## config.mk

```make
export PLATFORM = sky130hd
export DESIGN_NAME = sfce_top
export DESIGN_NICKNAME = d
export VERILOG_FILES = /design/src/sfce_pkg.sv /design/src/sfce_top.sv
export VERILOG_INCLUDE_DIRS = /design/src
export SDC_FILE = /design/constraint.sdc
export NUM_CORES = 1
export LEC_CHECK = 0
export BUFFER_PORTS_ARGS = -buffer_cell sky130_fd_sc_hd__buf_2
export CAP_MARGIN = 15
export CORE_MARGIN = 4
export CORE_UTILIZATION = 59
export CTS_CLUSTER_DIAMETER = 200
export DETAILED_ROUTE_END_ITERATION = 10
export PLACE_DENSITY = 0.86
export SYNTH_ARGS = -nofsm -noshare
export SYNTH_HDL_FRONTEND = slang
export SYNTH_SLANG_ARGS = --single-unit
```

## constraint.sdc

```tcl
create_clock -name clk_sys_in -period 4.65 [get_ports clk_sys_in]
set_input_delay 0.465 -clock clk_sys_in [delete_from_list [all_inputs] [get_ports clk_sys_in]]
set_output_delay 0.465 -clock clk_sys_in [all_outputs]
set_load 0.01 [all_outputs]
```

## src/sfce_map.svh

```systemverilog
`ifndef SFCE_MAP_SVH
`define SFCE_MAP_SVH

// ----------------------------------------
// command codes (low data byte)
// ----------------------------------------
`define SFCE_CMD_READ_ARRAY 8'hff
`define SFCE_CMD_READ_ID 8'h90
`define SFCE_CMD_READ_STATUS 8'h70
`define SFCE_CMD_CLEAR_STATUS 8'h50
`define SFCE_CMD_LOAD_CONFIG 8'h96
`define SFCE_CMD_PROG_MAIN 8'h40
`define SFCE_CMD_PROG_OVERLAY 8'h04
`define SFCE_CMD_ERASE_MAIN 8'h20
`define SFCE_CMD_ERASE_OVERLAY 8'h02
`define SFCE_CMD_CONFIRM_MAIN 8'hd0
`define SFCE_CMD_CONFIRM_OVERLAY 8'h0d
`define SFCE_CMD_REDUCED_POWER 8'hf0

// ----------------------------------------
// status register bit positions
// ----------------------------------------
`define SFCE_SB_SUPPLY 3
`define SFCE_SB_FOUR 4
`define SFCE_SB_FIVE 5
`define SFCE_SB_READY 7

// ----------------------------------------
// device_config_reg fields and reset value
// ----------------------------------------
`define SFCE_DCR_BURST_LSB 0
`define SFCE_DCR_WORD_PIN 3
`define SFCE_DCR_LRV_SELECT 4
`define SFCE_DCR_WORD_WRITE 31
`define SFCE_DCR_LOAD_MASK 32'hf300_00ff
`define SFCE_DCR_RESET 32'h0000_0000

// ----------------------------------------
// identity codes, values arbitrary
// ----------------------------------------
`define SFCE_MAKER_ID 8'h5a
`define SFCE_PART_ID 8'ha5

// ----------------------------------------
// timing
// ----------------------------------------
`define SFCE_CLK_PERIOD_NS 20
`define SFCE_PROG_TIME_NS 8000
`define SFCE_ERASE_TIME_NS 80000
`define SFCE_PROG_CYCLES ((`SFCE_PROG_TIME_NS + `SFCE_CLK_PERIOD_NS - 1) / `SFCE_CLK_PERIOD_NS)
`define SFCE_ERASE_CYCLES ((`SFCE_ERASE_TIME_NS + `SFCE_CLK_PERIOD_NS - 1) / `SFCE_CLK_PERIOD_NS)

`endif

```

## src/sfce_pkg.sv

```systemverilog
package sfce_pkg;

  typedef enum logic [2:0] {
    SFCE_ST_READ_ARRAY = 3'b000,
    SFCE_ST_READ_ID = 3'b001,
    SFCE_ST_READ_STATUS = 3'b010,
    SFCE_ST_CFG_ARM = 3'b011,
    SFCE_ST_PROG_SETUP = 3'b100,
    SFCE_ST_PROG_SECOND = 3'b101,
    SFCE_ST_ERASE_SETUP = 3'b110
  } sfce_cmd_state_t;

  typedef enum logic [1:0] {
    SFCE_WSM_IDLE = 2'b00,
    SFCE_WSM_PROG = 2'b01,
    SFCE_WSM_ERASE = 2'b10
  } sfce_wsm_t;

  // request towards the cell array
  typedef struct packed {
    logic [17:0] addr;
    logic [31:0] wdata;
    logic prog;
    logic erase;
    logic overlay;
  } sfce_array_req_t;

  // host bus strobes, all active low
  typedef struct packed {
    logic chip_enable_n;
    logic load_burst_address_n;
    logic burst_advance_n;
    logic write_read_select_n;
    logic write_enable_n;
    logic write_strobe_n;
    logic output_enable_n;
  } sfce_strobes_t;

  typedef struct packed {
    sfce_cmd_state_t st;
    sfce_wsm_t write_state_machine;
    logic [11:0] wcnt;
    logic wfail_supply;
    logic wfail_reg;
    logic [17:0] waddr;
    logic [31:0] pbuf;
    logic overlay;
    logic f3;
    logic f4;
    logic f5;
    logic [31:0] device_config_reg;
    logic [17:0] rbase;
    logic [4:0] boff;
    logic [31:0] dq;
    logic [31:0] dq_oe;
    logic drive;
    logic [7:0] status;
    logic strobe_prev;
    logic psave;
    sfce_array_req_t req;
  } sfce_state_t;

endpackage

```

## src/sfce_top.sv

```systemverilog
// Contract
// - lrv_select_bit 0: supply, regulator-low (bit 4), operation-fail (bit 5) flags.
// - lrv_select_bit 1: bit 4 program failure, bit 5 erase failure.
// - 50h clears status bits 3, 4, 5 and returns to read-array.
// - 96h arms config load; next write loads bits 0-7 and 24-31; the load mask takes only 0-7, 24-25 and 28-31.
// - low load_burst_address_n on clock latches address, samples read select.
// - output_enable_n low on clock drives data on x32 or x16 lanes.
// - address at clock 1, enable at clock 2, data valid for clock 3.
// - burst: enable low four clocks, advance low last three, four words.
// - output_valid_n low only while valid read data is driven.
// - after 90h: A1A0 00 maker, 01 part, 10 config register.
// - 70h selects status output; status refreshed every clock.
// - accept reads with address latch held low through both phases.
// - 40h/04h then data starts programming; only status reads meanwhile.
// - word_write_cycles_bit with x16 bus uses three-cycle program write.
// - asynchronous write latches on write strobe rising edge.
// - reset_powerdown_n low aborts program or erase.
// - programming only clears bits, ones leave cells, no error.
// - all-ones data after setup aborts; status only until ready.
// - erase 20h/D0h main, 02h/0Dh overlay, block to ones, status only.
// - F0h reduced power; any later command restores full power.
// - status bit 7 is 1 when ready, 0 while busy.
// - reset_powerdown_n low ends activity, ignores bus, reinit to read-array.
//
// The register offsets and strobed register access were left to the implementer.
`timescale 1ns/100ps
`default_nettype none
`include "sfce_map.svh"

module sfce_top
  import sfce_pkg::*;
(
  input wire logic clk_sys_in,
  input wire logic reset_in,
  input wire logic reset_powerdown_n_in,
  input wire sfce_strobes_t strobes_in,
  input wire logic [16:0] addr_in,
  input wire logic addr_half_in,
  input wire logic word_mode_in,
  input wire logic vpp_ok_in,
  input wire logic regulator_low_n_in,
  input wire logic [31:0] dq_in,
  output logic [31:0] dq_out,
  output logic [31:0] dq_oe_out,
  output logic output_valid_n_out,
  output logic ready_busy_pin_out,
  output logic reduced_power_out,
  output logic [17:0] array_rd_addr_out,
  input wire logic [31:0] array_rdata_in,
  output sfce_array_req_t array_req_out
);

  // ----------------------------------------
  // helpers
  // ----------------------------------------
  function automatic logic [4:0] burst_mask(input logic [1:0] code);
    unique case (code)
      2'b00: burst_mask = 5'h03;
      2'b01: burst_mask = 5'h07;
      2'b10: burst_mask = 5'h0f;
      2'b11: burst_mask = 5'h1f;
    endcase
  endfunction

  // x16 word lives on the outer lanes; half picks the array half
  function automatic logic [31:0] half_merge(input logic [31:0] buf_v, input logic [31:0] d,
                                             input logic half);
    logic [31:0] r;
    r = buf_v;
    if (half) begin
      r[23:8] = buf_v[23:8] & {d[31:24], d[7:0]};
    end else begin
      r[7:0] = buf_v[7:0] & d[7:0];
      r[31:24] = buf_v[31:24] & d[31:24];
    end
    half_merge = r;
  endfunction

  localparam logic [11:0] PROG_CYCLES = 12'(`SFCE_PROG_CYCLES);
  localparam logic [11:0] ERASE_CYCLES = 12'(`SFCE_ERASE_CYCLES);

  sfce_state_t s_q;
  sfce_state_t s_d;

  logic x16;
  logic busy;
  logic rd_addr_phase;
  logic advance;
  logic [17:0] lin_addr;
  logic [17:0] eff_addr;
  logic [4:0] mask;
  logic [4:0] boff_next;
  logic [1:0] a10;
  logic sync_wr;
  logic async_wr;
  logic wr_event;
  logic [17:0] wr_addr;
  logic [31:0] wr_data;
  logic [7:0] cmd;
  logic all_ones;
  logic [31:0] rd_word;
  logic [31:0] lane_mask;

  // ----------------------------------------
  // bus decode
  // ----------------------------------------
  always_comb begin
    x16 = s_q.device_config_reg[`SFCE_DCR_WORD_PIN] & ~word_mode_in;
    busy = (s_q.write_state_machine != SFCE_WSM_IDLE);
    mask = burst_mask(s_q.device_config_reg[`SFCE_DCR_BURST_LSB +: 2]);
    lin_addr = x16 ? {addr_in, addr_half_in} : {1'b0, addr_in};
    // read address phase: address taken, read select high
    rd_addr_phase = ~strobes_in.chip_enable_n & ~strobes_in.load_burst_address_n
                    & strobes_in.write_read_select_n;
    // advance freezes while either strobe is high (burst suspend)
    advance = ~strobes_in.chip_enable_n & strobes_in.load_burst_address_n
              & ~strobes_in.burst_advance_n & ~strobes_in.output_enable_n;
    boff_next = (s_q.boff + 5'h01) & mask;
    if (rd_addr_phase) begin
      // held-low latch re-reads the live address each clock
      eff_addr = lin_addr;
    end else begin
      eff_addr = (s_q.rbase & ~{13'h0000, mask})
                 | ({13'h0000, (s_q.rbase[4:0] + (advance ? boff_next : s_q.boff)) & mask});
    end
    a10 = x16 ? eff_addr[2:1] : eff_addr[1:0];
    // writes: synchronous strobe on the clock, or asynchronous strobe edge
    sync_wr = ~strobes_in.chip_enable_n & ~strobes_in.write_enable_n;
    async_wr = ~s_q.strobe_prev & strobes_in.write_strobe_n & ~strobes_in.chip_enable_n;
    wr_event = (sync_wr | async_wr) & reset_powerdown_n_in;
    wr_addr = (async_wr | ~strobes_in.load_burst_address_n) ? lin_addr : s_q.rbase;
    wr_data = dq_in;
    cmd = wr_data[7:0];
    all_ones = x16 ? ({wr_data[31:24], wr_data[7:0]} == 16'hffff) : (wr_data == 32'hffff_ffff);
    lane_mask = x16 ? 32'hff00_00ff : 32'hffff_ffff;
    array_rd_addr_out = busy ? s_q.waddr : eff_addr;
  end

  // ----------------------------------------
  // read data source
  // ----------------------------------------
  always_comb begin
    rd_word = 32'h0000_0000;
    if (busy || s_q.st == SFCE_ST_READ_STATUS) begin
      // only status is answered while the algorithm runs
      rd_word = {24'h00_0000, s_q.status};
    end else if (s_q.st == SFCE_ST_READ_ID) begin
      unique case (a10)
        2'b00: rd_word = {24'h00_0000, `SFCE_MAKER_ID};
        2'b01: rd_word = {24'h00_0000, `SFCE_PART_ID};
        2'b10: rd_word = s_q.device_config_reg;
        2'b11: rd_word = 32'h0000_0000;
      endcase
    end else begin
      rd_word = array_rdata_in;
      if (x16 && eff_addr[0]) begin
        // upper array half folds onto the x16 lanes
        rd_word = {array_rdata_in[23:16], 16'h0000, array_rdata_in[15:8]};
      end
    end
  end

  // ----------------------------------------
  // next state
  // ----------------------------------------
  always_comb begin
    s_d = s_q;
    s_d.req.prog = 1'b0;
    s_d.req.erase = 1'b0;
    s_d.strobe_prev = strobes_in.write_strobe_n;

    // ---------- read path ----------
    if (rd_addr_phase) begin
      s_d.rbase = lin_addr;
      s_d.boff = 5'h00;
    end else if (advance) begin
      s_d.boff = boff_next;
    end
    // data registered on the edge that sees enable low, valid next cycle
    if (~strobes_in.chip_enable_n && ~strobes_in.output_enable_n) begin
      s_d.dq = rd_word;
      s_d.dq_oe = lane_mask;
      s_d.drive = 1'b1;
    end else begin
      s_d.dq_oe = 32'h0000_0000;
      s_d.drive = 1'b0;
    end

    // ---------- write state machine ----------
    if (busy) begin
      if (~vpp_ok_in) begin
        s_d.wfail_supply = 1'b1;
      end
      // regulator monitor only when the select bit is clear
      if (~regulator_low_n_in && ~s_q.device_config_reg[`SFCE_DCR_LRV_SELECT]) begin
        s_d.wfail_reg = 1'b1;
      end
      if (s_q.wcnt == 12'h001) begin
        s_d.write_state_machine = SFCE_WSM_IDLE;
        s_d.req.addr = s_q.waddr;
        s_d.req.overlay = s_q.overlay;
        if (!(s_d.wfail_supply || s_d.wfail_reg)) begin
          s_d.req.prog = (s_q.write_state_machine == SFCE_WSM_PROG);
          s_d.req.erase = (s_q.write_state_machine == SFCE_WSM_ERASE);
          // ones in the buffer keep the cell as it is
          s_d.req.wdata = array_rdata_in & s_q.pbuf;
        end
        if (s_d.wfail_supply) begin
          s_d.f3 = 1'b1;
        end
        if (s_q.device_config_reg[`SFCE_DCR_LRV_SELECT]) begin
          if (s_d.wfail_supply && s_q.write_state_machine == SFCE_WSM_PROG) begin
            s_d.f4 = 1'b1;
          end
          if (s_d.wfail_supply && s_q.write_state_machine == SFCE_WSM_ERASE) begin
            s_d.f5 = 1'b1;
          end
        end else begin
          if (s_d.wfail_reg) begin
            s_d.f4 = 1'b1;
          end
          if (s_d.wfail_supply || s_d.wfail_reg) begin
            s_d.f5 = 1'b1;
          end
        end
      end else begin
        s_d.wcnt = s_q.wcnt - 12'h001;
      end
    end

    // ---------- command decoder ----------
    // writes are refused while the algorithm runs
    if (wr_event && !busy) begin
      s_d.psave = 1'b0;
      unique case (s_q.st)
        SFCE_ST_CFG_ARM: begin
          s_d.device_config_reg = wr_data & `SFCE_DCR_LOAD_MASK;
          s_d.st = SFCE_ST_READ_ARRAY;
        end
        SFCE_ST_PROG_SETUP, SFCE_ST_PROG_SECOND: begin
          if (s_q.st == SFCE_ST_PROG_SETUP && all_ones) begin
            s_d.st = SFCE_ST_READ_STATUS;
          end else begin
            s_d.waddr = wr_addr;
            s_d.pbuf = x16 ? half_merge(s_q.pbuf, wr_data, wr_addr[0]) : wr_data;
            if (s_q.st == SFCE_ST_PROG_SETUP && x16 && s_q.device_config_reg[`SFCE_DCR_WORD_WRITE]) begin
              s_d.st = SFCE_ST_PROG_SECOND;
            end else begin
              s_d.st = SFCE_ST_READ_STATUS;
              s_d.write_state_machine = SFCE_WSM_PROG;
              s_d.wcnt = PROG_CYCLES;
              s_d.wfail_supply = 1'b0;
              s_d.wfail_reg = 1'b0;
            end
          end
        end
        SFCE_ST_ERASE_SETUP: begin
          s_d.st = SFCE_ST_READ_STATUS;
          if ((s_q.overlay && cmd == `SFCE_CMD_CONFIRM_OVERLAY)
              || (!s_q.overlay && cmd == `SFCE_CMD_CONFIRM_MAIN)) begin
            // any address inside the block picks it
            s_d.waddr = wr_addr;
            s_d.pbuf = 32'hffff_ffff;
            s_d.write_state_machine = SFCE_WSM_ERASE;
            s_d.wcnt = ERASE_CYCLES;
            s_d.wfail_supply = 1'b0;
            s_d.wfail_reg = 1'b0;
          end else begin
            // bad confirm reads back as a sequence error
            s_d.f4 = 1'b1;
            s_d.f5 = 1'b1;
          end
        end
        default: begin
          s_d.pbuf = 32'hffff_ffff;
          if (cmd == `SFCE_CMD_READ_ARRAY) begin
            s_d.st = SFCE_ST_READ_ARRAY;
          end else if (cmd == `SFCE_CMD_READ_ID) begin
            s_d.st = SFCE_ST_READ_ID;
          end else if (cmd == `SFCE_CMD_READ_STATUS) begin
            s_d.st = SFCE_ST_READ_STATUS;
          end else if (cmd == `SFCE_CMD_CLEAR_STATUS) begin
            s_d.f3 = 1'b0;
            s_d.f4 = 1'b0;
            s_d.f5 = 1'b0;
            s_d.st = SFCE_ST_READ_ARRAY;
          end else if (cmd == `SFCE_CMD_LOAD_CONFIG) begin
            s_d.st = SFCE_ST_CFG_ARM;
          end else if (cmd == `SFCE_CMD_PROG_MAIN || cmd == `SFCE_CMD_PROG_OVERLAY) begin
            s_d.st = SFCE_ST_PROG_SETUP;
            s_d.overlay = (cmd == `SFCE_CMD_PROG_OVERLAY);
          end else if (cmd == `SFCE_CMD_ERASE_MAIN || cmd == `SFCE_CMD_ERASE_OVERLAY) begin
            s_d.st = SFCE_ST_ERASE_SETUP;
            s_d.overlay = (cmd == `SFCE_CMD_ERASE_OVERLAY);
          end else if (cmd == `SFCE_CMD_REDUCED_POWER) begin
            s_d.psave = 1'b1;
          end
        end
      endcase
    end

    // status snapshot refreshed on every clock
    s_d.status = 8'h00;
    s_d.status[`SFCE_SB_READY] = (s_d.write_state_machine == SFCE_WSM_IDLE);
    s_d.status[`SFCE_SB_SUPPLY] = s_d.f3;
    s_d.status[`SFCE_SB_FOUR] = s_d.f4;
    s_d.status[`SFCE_SB_FIVE] = s_d.f5;

    // deep power-down kills everything but the configuration
    if (!reset_powerdown_n_in) begin
      s_d = '0;
      s_d.st = SFCE_ST_READ_ARRAY;
      s_d.write_state_machine = SFCE_WSM_IDLE;
      s_d.pbuf = 32'hffff_ffff;
      s_d.device_config_reg = s_q.device_config_reg;
      s_d.status = 8'h80;
      s_d.strobe_prev = 1'b1;
    end
  end

  // ----------------------------------------
  // state register
  // ----------------------------------------
  always_ff @(posedge clk_sys_in) begin
    if (reset_in) begin
      s_q <= '0;
      s_q.st <= SFCE_ST_READ_ARRAY;
      s_q.write_state_machine <= SFCE_WSM_IDLE;
      s_q.pbuf <= 32'hffff_ffff;
      s_q.device_config_reg <= `SFCE_DCR_RESET;
      s_q.status <= 8'h80;
      s_q.strobe_prev <= 1'b1;
    end else begin
      s_q <= s_d;
    end
  end

  // ----------------------------------------
  // outputs
  // ----------------------------------------
  assign dq_out = s_q.dq;
  assign dq_oe_out = s_q.dq_oe;
  assign output_valid_n_out = ~s_q.drive;
  assign ready_busy_pin_out = s_q.status[`SFCE_SB_READY];
  assign reduced_power_out = s_q.psave;
  assign array_req_out = s_q.req;

endmodule // sfce_top

`default_nettype wire

```

==> flow_metrics.py <==
metrics = {
    "timing": {
        "worst-slew-pin-transition_ns": 1.041,
        "final-setup-viol-count": 0,
        "endpoints_failing_hold": 0,
        "fmaxAchievable_ghz": 0.2589,
        "rsz0062_at_grt": "false",
        "timing.max_slew.rel_slack_pct": 30.21,
        "final.min_clock_period_ns": 3.863,
        "holdWs_ns": 0.1760,
        "post_route_fraction_of_the_period_consumed_by_the_critical_path_pct": 83.08,
        "final_max_slew_viol_count": 0,
        "tns_ns": 0,
        "skew_ns": 0.01791,
    },
    "layout": {
        "post-route-cell-area_sq_um": 11540,
        "areaGrowthSynthToFinish_pct": 10.87,
        "layout_common_cells": "buf_2, dfxtp_1, nand2_1, nor2_1, a21oi_1",
        "final_common_cell": "buf_2",
        "drive_above_1_share_pct": 23.08,
        "final_nets": 1470,
    },
    "drt": {
        "residual_antenna_violating_net_count_after_detailed_routing": 0,
        "dr_total_vias": 9852,
        "drt_iter0_drc": 987,
        "firstDrtPassIters": 7,
        "routedWlPerCell_microns": 18.81,
        "route.final.wire_length_microns": 30260,
        "remaining_drc_errors": 0,
        "via_density_per_instance": 6.123,
    },
    "placement": {
        "postPlaceCellArea_sq_um": 10750,
        "hpwlAfterDp_microns": 20990,
        "gp_congestion": 0.9544,
        "port_buffers": 232,
    },
    "floorplan": {
        "ios": 233,
        "fp-row-count": 48,
        "die_width_microns": 140.8,
        "dieArea_sq_um": 19830,
        "die_h_microns": 140.8,
        "start_util_pct": 60.19,
        "core_area_sq_um": 17300,
    },
    "logic_synthesis": {
        "postSynth.asyncResetShare_pct": 0,
        "netlist_top_cells_area": "dfxtp_1, buf_4, a21oi_1",
        "postSynthCellCount": 1300,
        "netlist.top_cell.by_area": "dfxtp_1",
        "synth_cell_types": 72,
        "ys.flop_type": "dfxtp_1",
        "syn_area_sq_um": 10410,
        "synthesis.nets": 1403,
        "register_area_share_after_synthesis_pct": 38.65,
        "avgSynthCellArea_sq_um": 8.008,
        "synth_edf_count": 0,
        "yosys_warnings": 0,
        "ys_ff_latch": 201,
        "netlist.area_leader.share_pct": 38.65,
    },
    "clock_tree": {
        "cts_num_sinks": 201,
        "postCtsSetupBuffers": 0,
        "cts_made_buffers": 22,
        "clk_transition_reported_paths_ns": 0.06,
        "worstSkewPairLatency_ns": 0.51,
        "cts-root-buf": "clkbuf_16",
        "cts_htree_levels": 1,
        "tritoncts_clock_tree": "yes",
        "cts-root-to-sink-buffers": 3,
        "cts_resized": 0,
        "hold_buffers": 0,
    },
    "global_route": {
        "grt_first_pass_wirelength_microns": 47310,
        "number_of_antenna_violations_at_the_first_check_in_global_routing": 1,
        "grt_usage_pct": 28.81,
        "grt_max_degree": 59,
        "vias_in_the_first_global_route": 9111,
        "gr-total-overflow": 0,
    },
    "critical_path": {
        "crit_path_top_delay_cell": "or4b_1",
        "worst-path-max-fanout": 9,
        "timing.critical_path.arrival_ns": 3.40,
        "critPathMaxStageDelay_ns": 0.70,
        "reg2reg_depth": 5,
        "critical_path.endpoint_type": "output pin",
        "setup.worst_path.class": "in -> out",
        "cp_num_buf_inv": 2,
        "worst-path-stages": 13,
        "worstSetupStartpointType": "primary input",
        "timing.critical_path.required_ns": 4.18,
        "worst_path_dominant_cell_family": "compound AO/OA/AOI/OAI gates",
        "crit_path_cell_trace": "buf_2, or4b_1, nor3_1, a21oi_1, o21ai_0, ha_1, nor2b_1, o21a_1, a211o_1, a21oi_1, mux2i_1, a311oi_1, buf_2",
        "regToRegSetupSlack_ns": 1.54,
    },
    "hold_path": {
        "hp-class": "in -> reg",
        "hold_depth": 2,
    },
    "pwr": {
        "vdd.ir_drop.worst_uv": 229.6,
        "power_density_normalized_to_cell_area_nw_per_um2": 335.5,
        "p_leak_nw": 4.670,
        "post-layout-total-power_mw": 3.872,
    },
    "run": {
        "maxCapViolations": 0,
    },
    "status": {
        "status": "finished, final reports clean",
    },
}
[metal layers]
metal / part of all wire (%) / vias up / track usage (%)
met3: 10 / 102 / 5.495
met5: 0 / - / 0
met4: 4.6 / 0 / 13.31
met2: 46 / 602 / 46.50
li1: - / 4595 / -
met1: 39 / 4553 / 37.43
[worst paths after layout]
check,startpoint,endpoint
setup reg to reg,s_q[252]$_SDFF_PP0_,s_q[189]$_SDFFE_PP1P_
hold reg to reg,array_req_out[11]$_SDFFE_PP0P_,array_req_out[11]$_SDFFE_PP0P_
hold / removal,strobes_in[1],s_q[54]$_SDFF_PP1_
setup / recovery,strobes_in[6],array_rd_addr_out[4]
[synthesized netlist by cell type (6+ instances only)]
| master | n |
|---|---|
| nand2b_1 | 9 |
| nand2_1 | 159 |
| buf_2 | 10 |
| o31ai_1 | 18 |
| nor4_1 | 10 |
| xnor2_1 | 7 |
| buf_1 | 10 |
| o211ai_1 | 21 |
| nor3_1 | 32 |
| nand3_1 | 83 |
| xor2_1 | 9 |
| or3_1 | 7 |
| inv_1 | 12 |
| a221o_1 | 7 |
| ha_1 | 7 |
| nor2b_1 | 6 |
| a31oi_1 | 21 |
| mux2i_1 | 61 |
| o21ai_0 | 41 |
| nand3b_1 | 6 |
| a211oi_1 | 6 |
| nor2_1 | 136 |
| and3_1 | 6 |
| a22oi_1 | 16 |
| nand4_1 | 7 |
| buf_4 | 122 |
| dfxtp_1 | 201 |
| clkbuf_1 | 61 |
| a21oi_1 | 131 |
[logic make-up after synthesis]
| logic type | share of synthesized area [%] |
|---|---|
| xor gates and xnor gates | 1.346 |
| muxes | 6.406 |
| AOI/OAI and AO/OA | 17.84 |
| adders and majority gates | 1.034 |
| DFF | 38.65 |
| buffers and inverters | 12.81 |
| and+or+nand+nor | 21.91 |
[sequential cells by signal, indices dropped and copies added (netlist names)]
register	cells
s_q	112
array_req_out	53
dq_out	32
dq_oe_out	2
ready_busy_pin_out	1
reduced_power_out	1
[per-stage QoR]
stage                     instances  utilization, %  worst slack (ns)
after global placement         1567           62.13            0.9344
final                          1609           66.72            0.7869
after floorplan                1300               -             1.241
after detailed placement       1567           62.13            0.8333
after CTS                      1606           66.63            0.8280
after global routing           1608           66.71            0.5137
[layout make-up]
| cell class | count | area (sq um) |
|---|---|---|
| clock buffers | 33 | 673.1 |
| multi-input cells | 879 | 5100 |
| well taps | 225 | 281.5 |
| flip-flops and latches | 201 | 4024 |
| inverters | 12 | 45.04 |
| diodes | 2 | 5.005 |
| repair buffers | 251 | 1308 |
| clock inverters | 6 | 105.1 |
| fillers | 1405 | 5756 |
[worst register-to-register path, delay by kind of cell, from the launching register on]
| family | cells | cell delay, ns |
|---|---|---|
| compound gates | 4 | 1.98 |
| flops | 1 | 0.36 |
| simple gates | 1 | 0.59 |
[where the power goes]
group / leakage, nW / switching [mW] / internal (mW)
Clock: 0.385 / 0.702 / 1.16
Combinational: 2.66 / 0.177 / 0.0917
Sequential: 1.62 / 0.00756 / 1.73
Note: power is estimated with default switching activity, not from simulation.
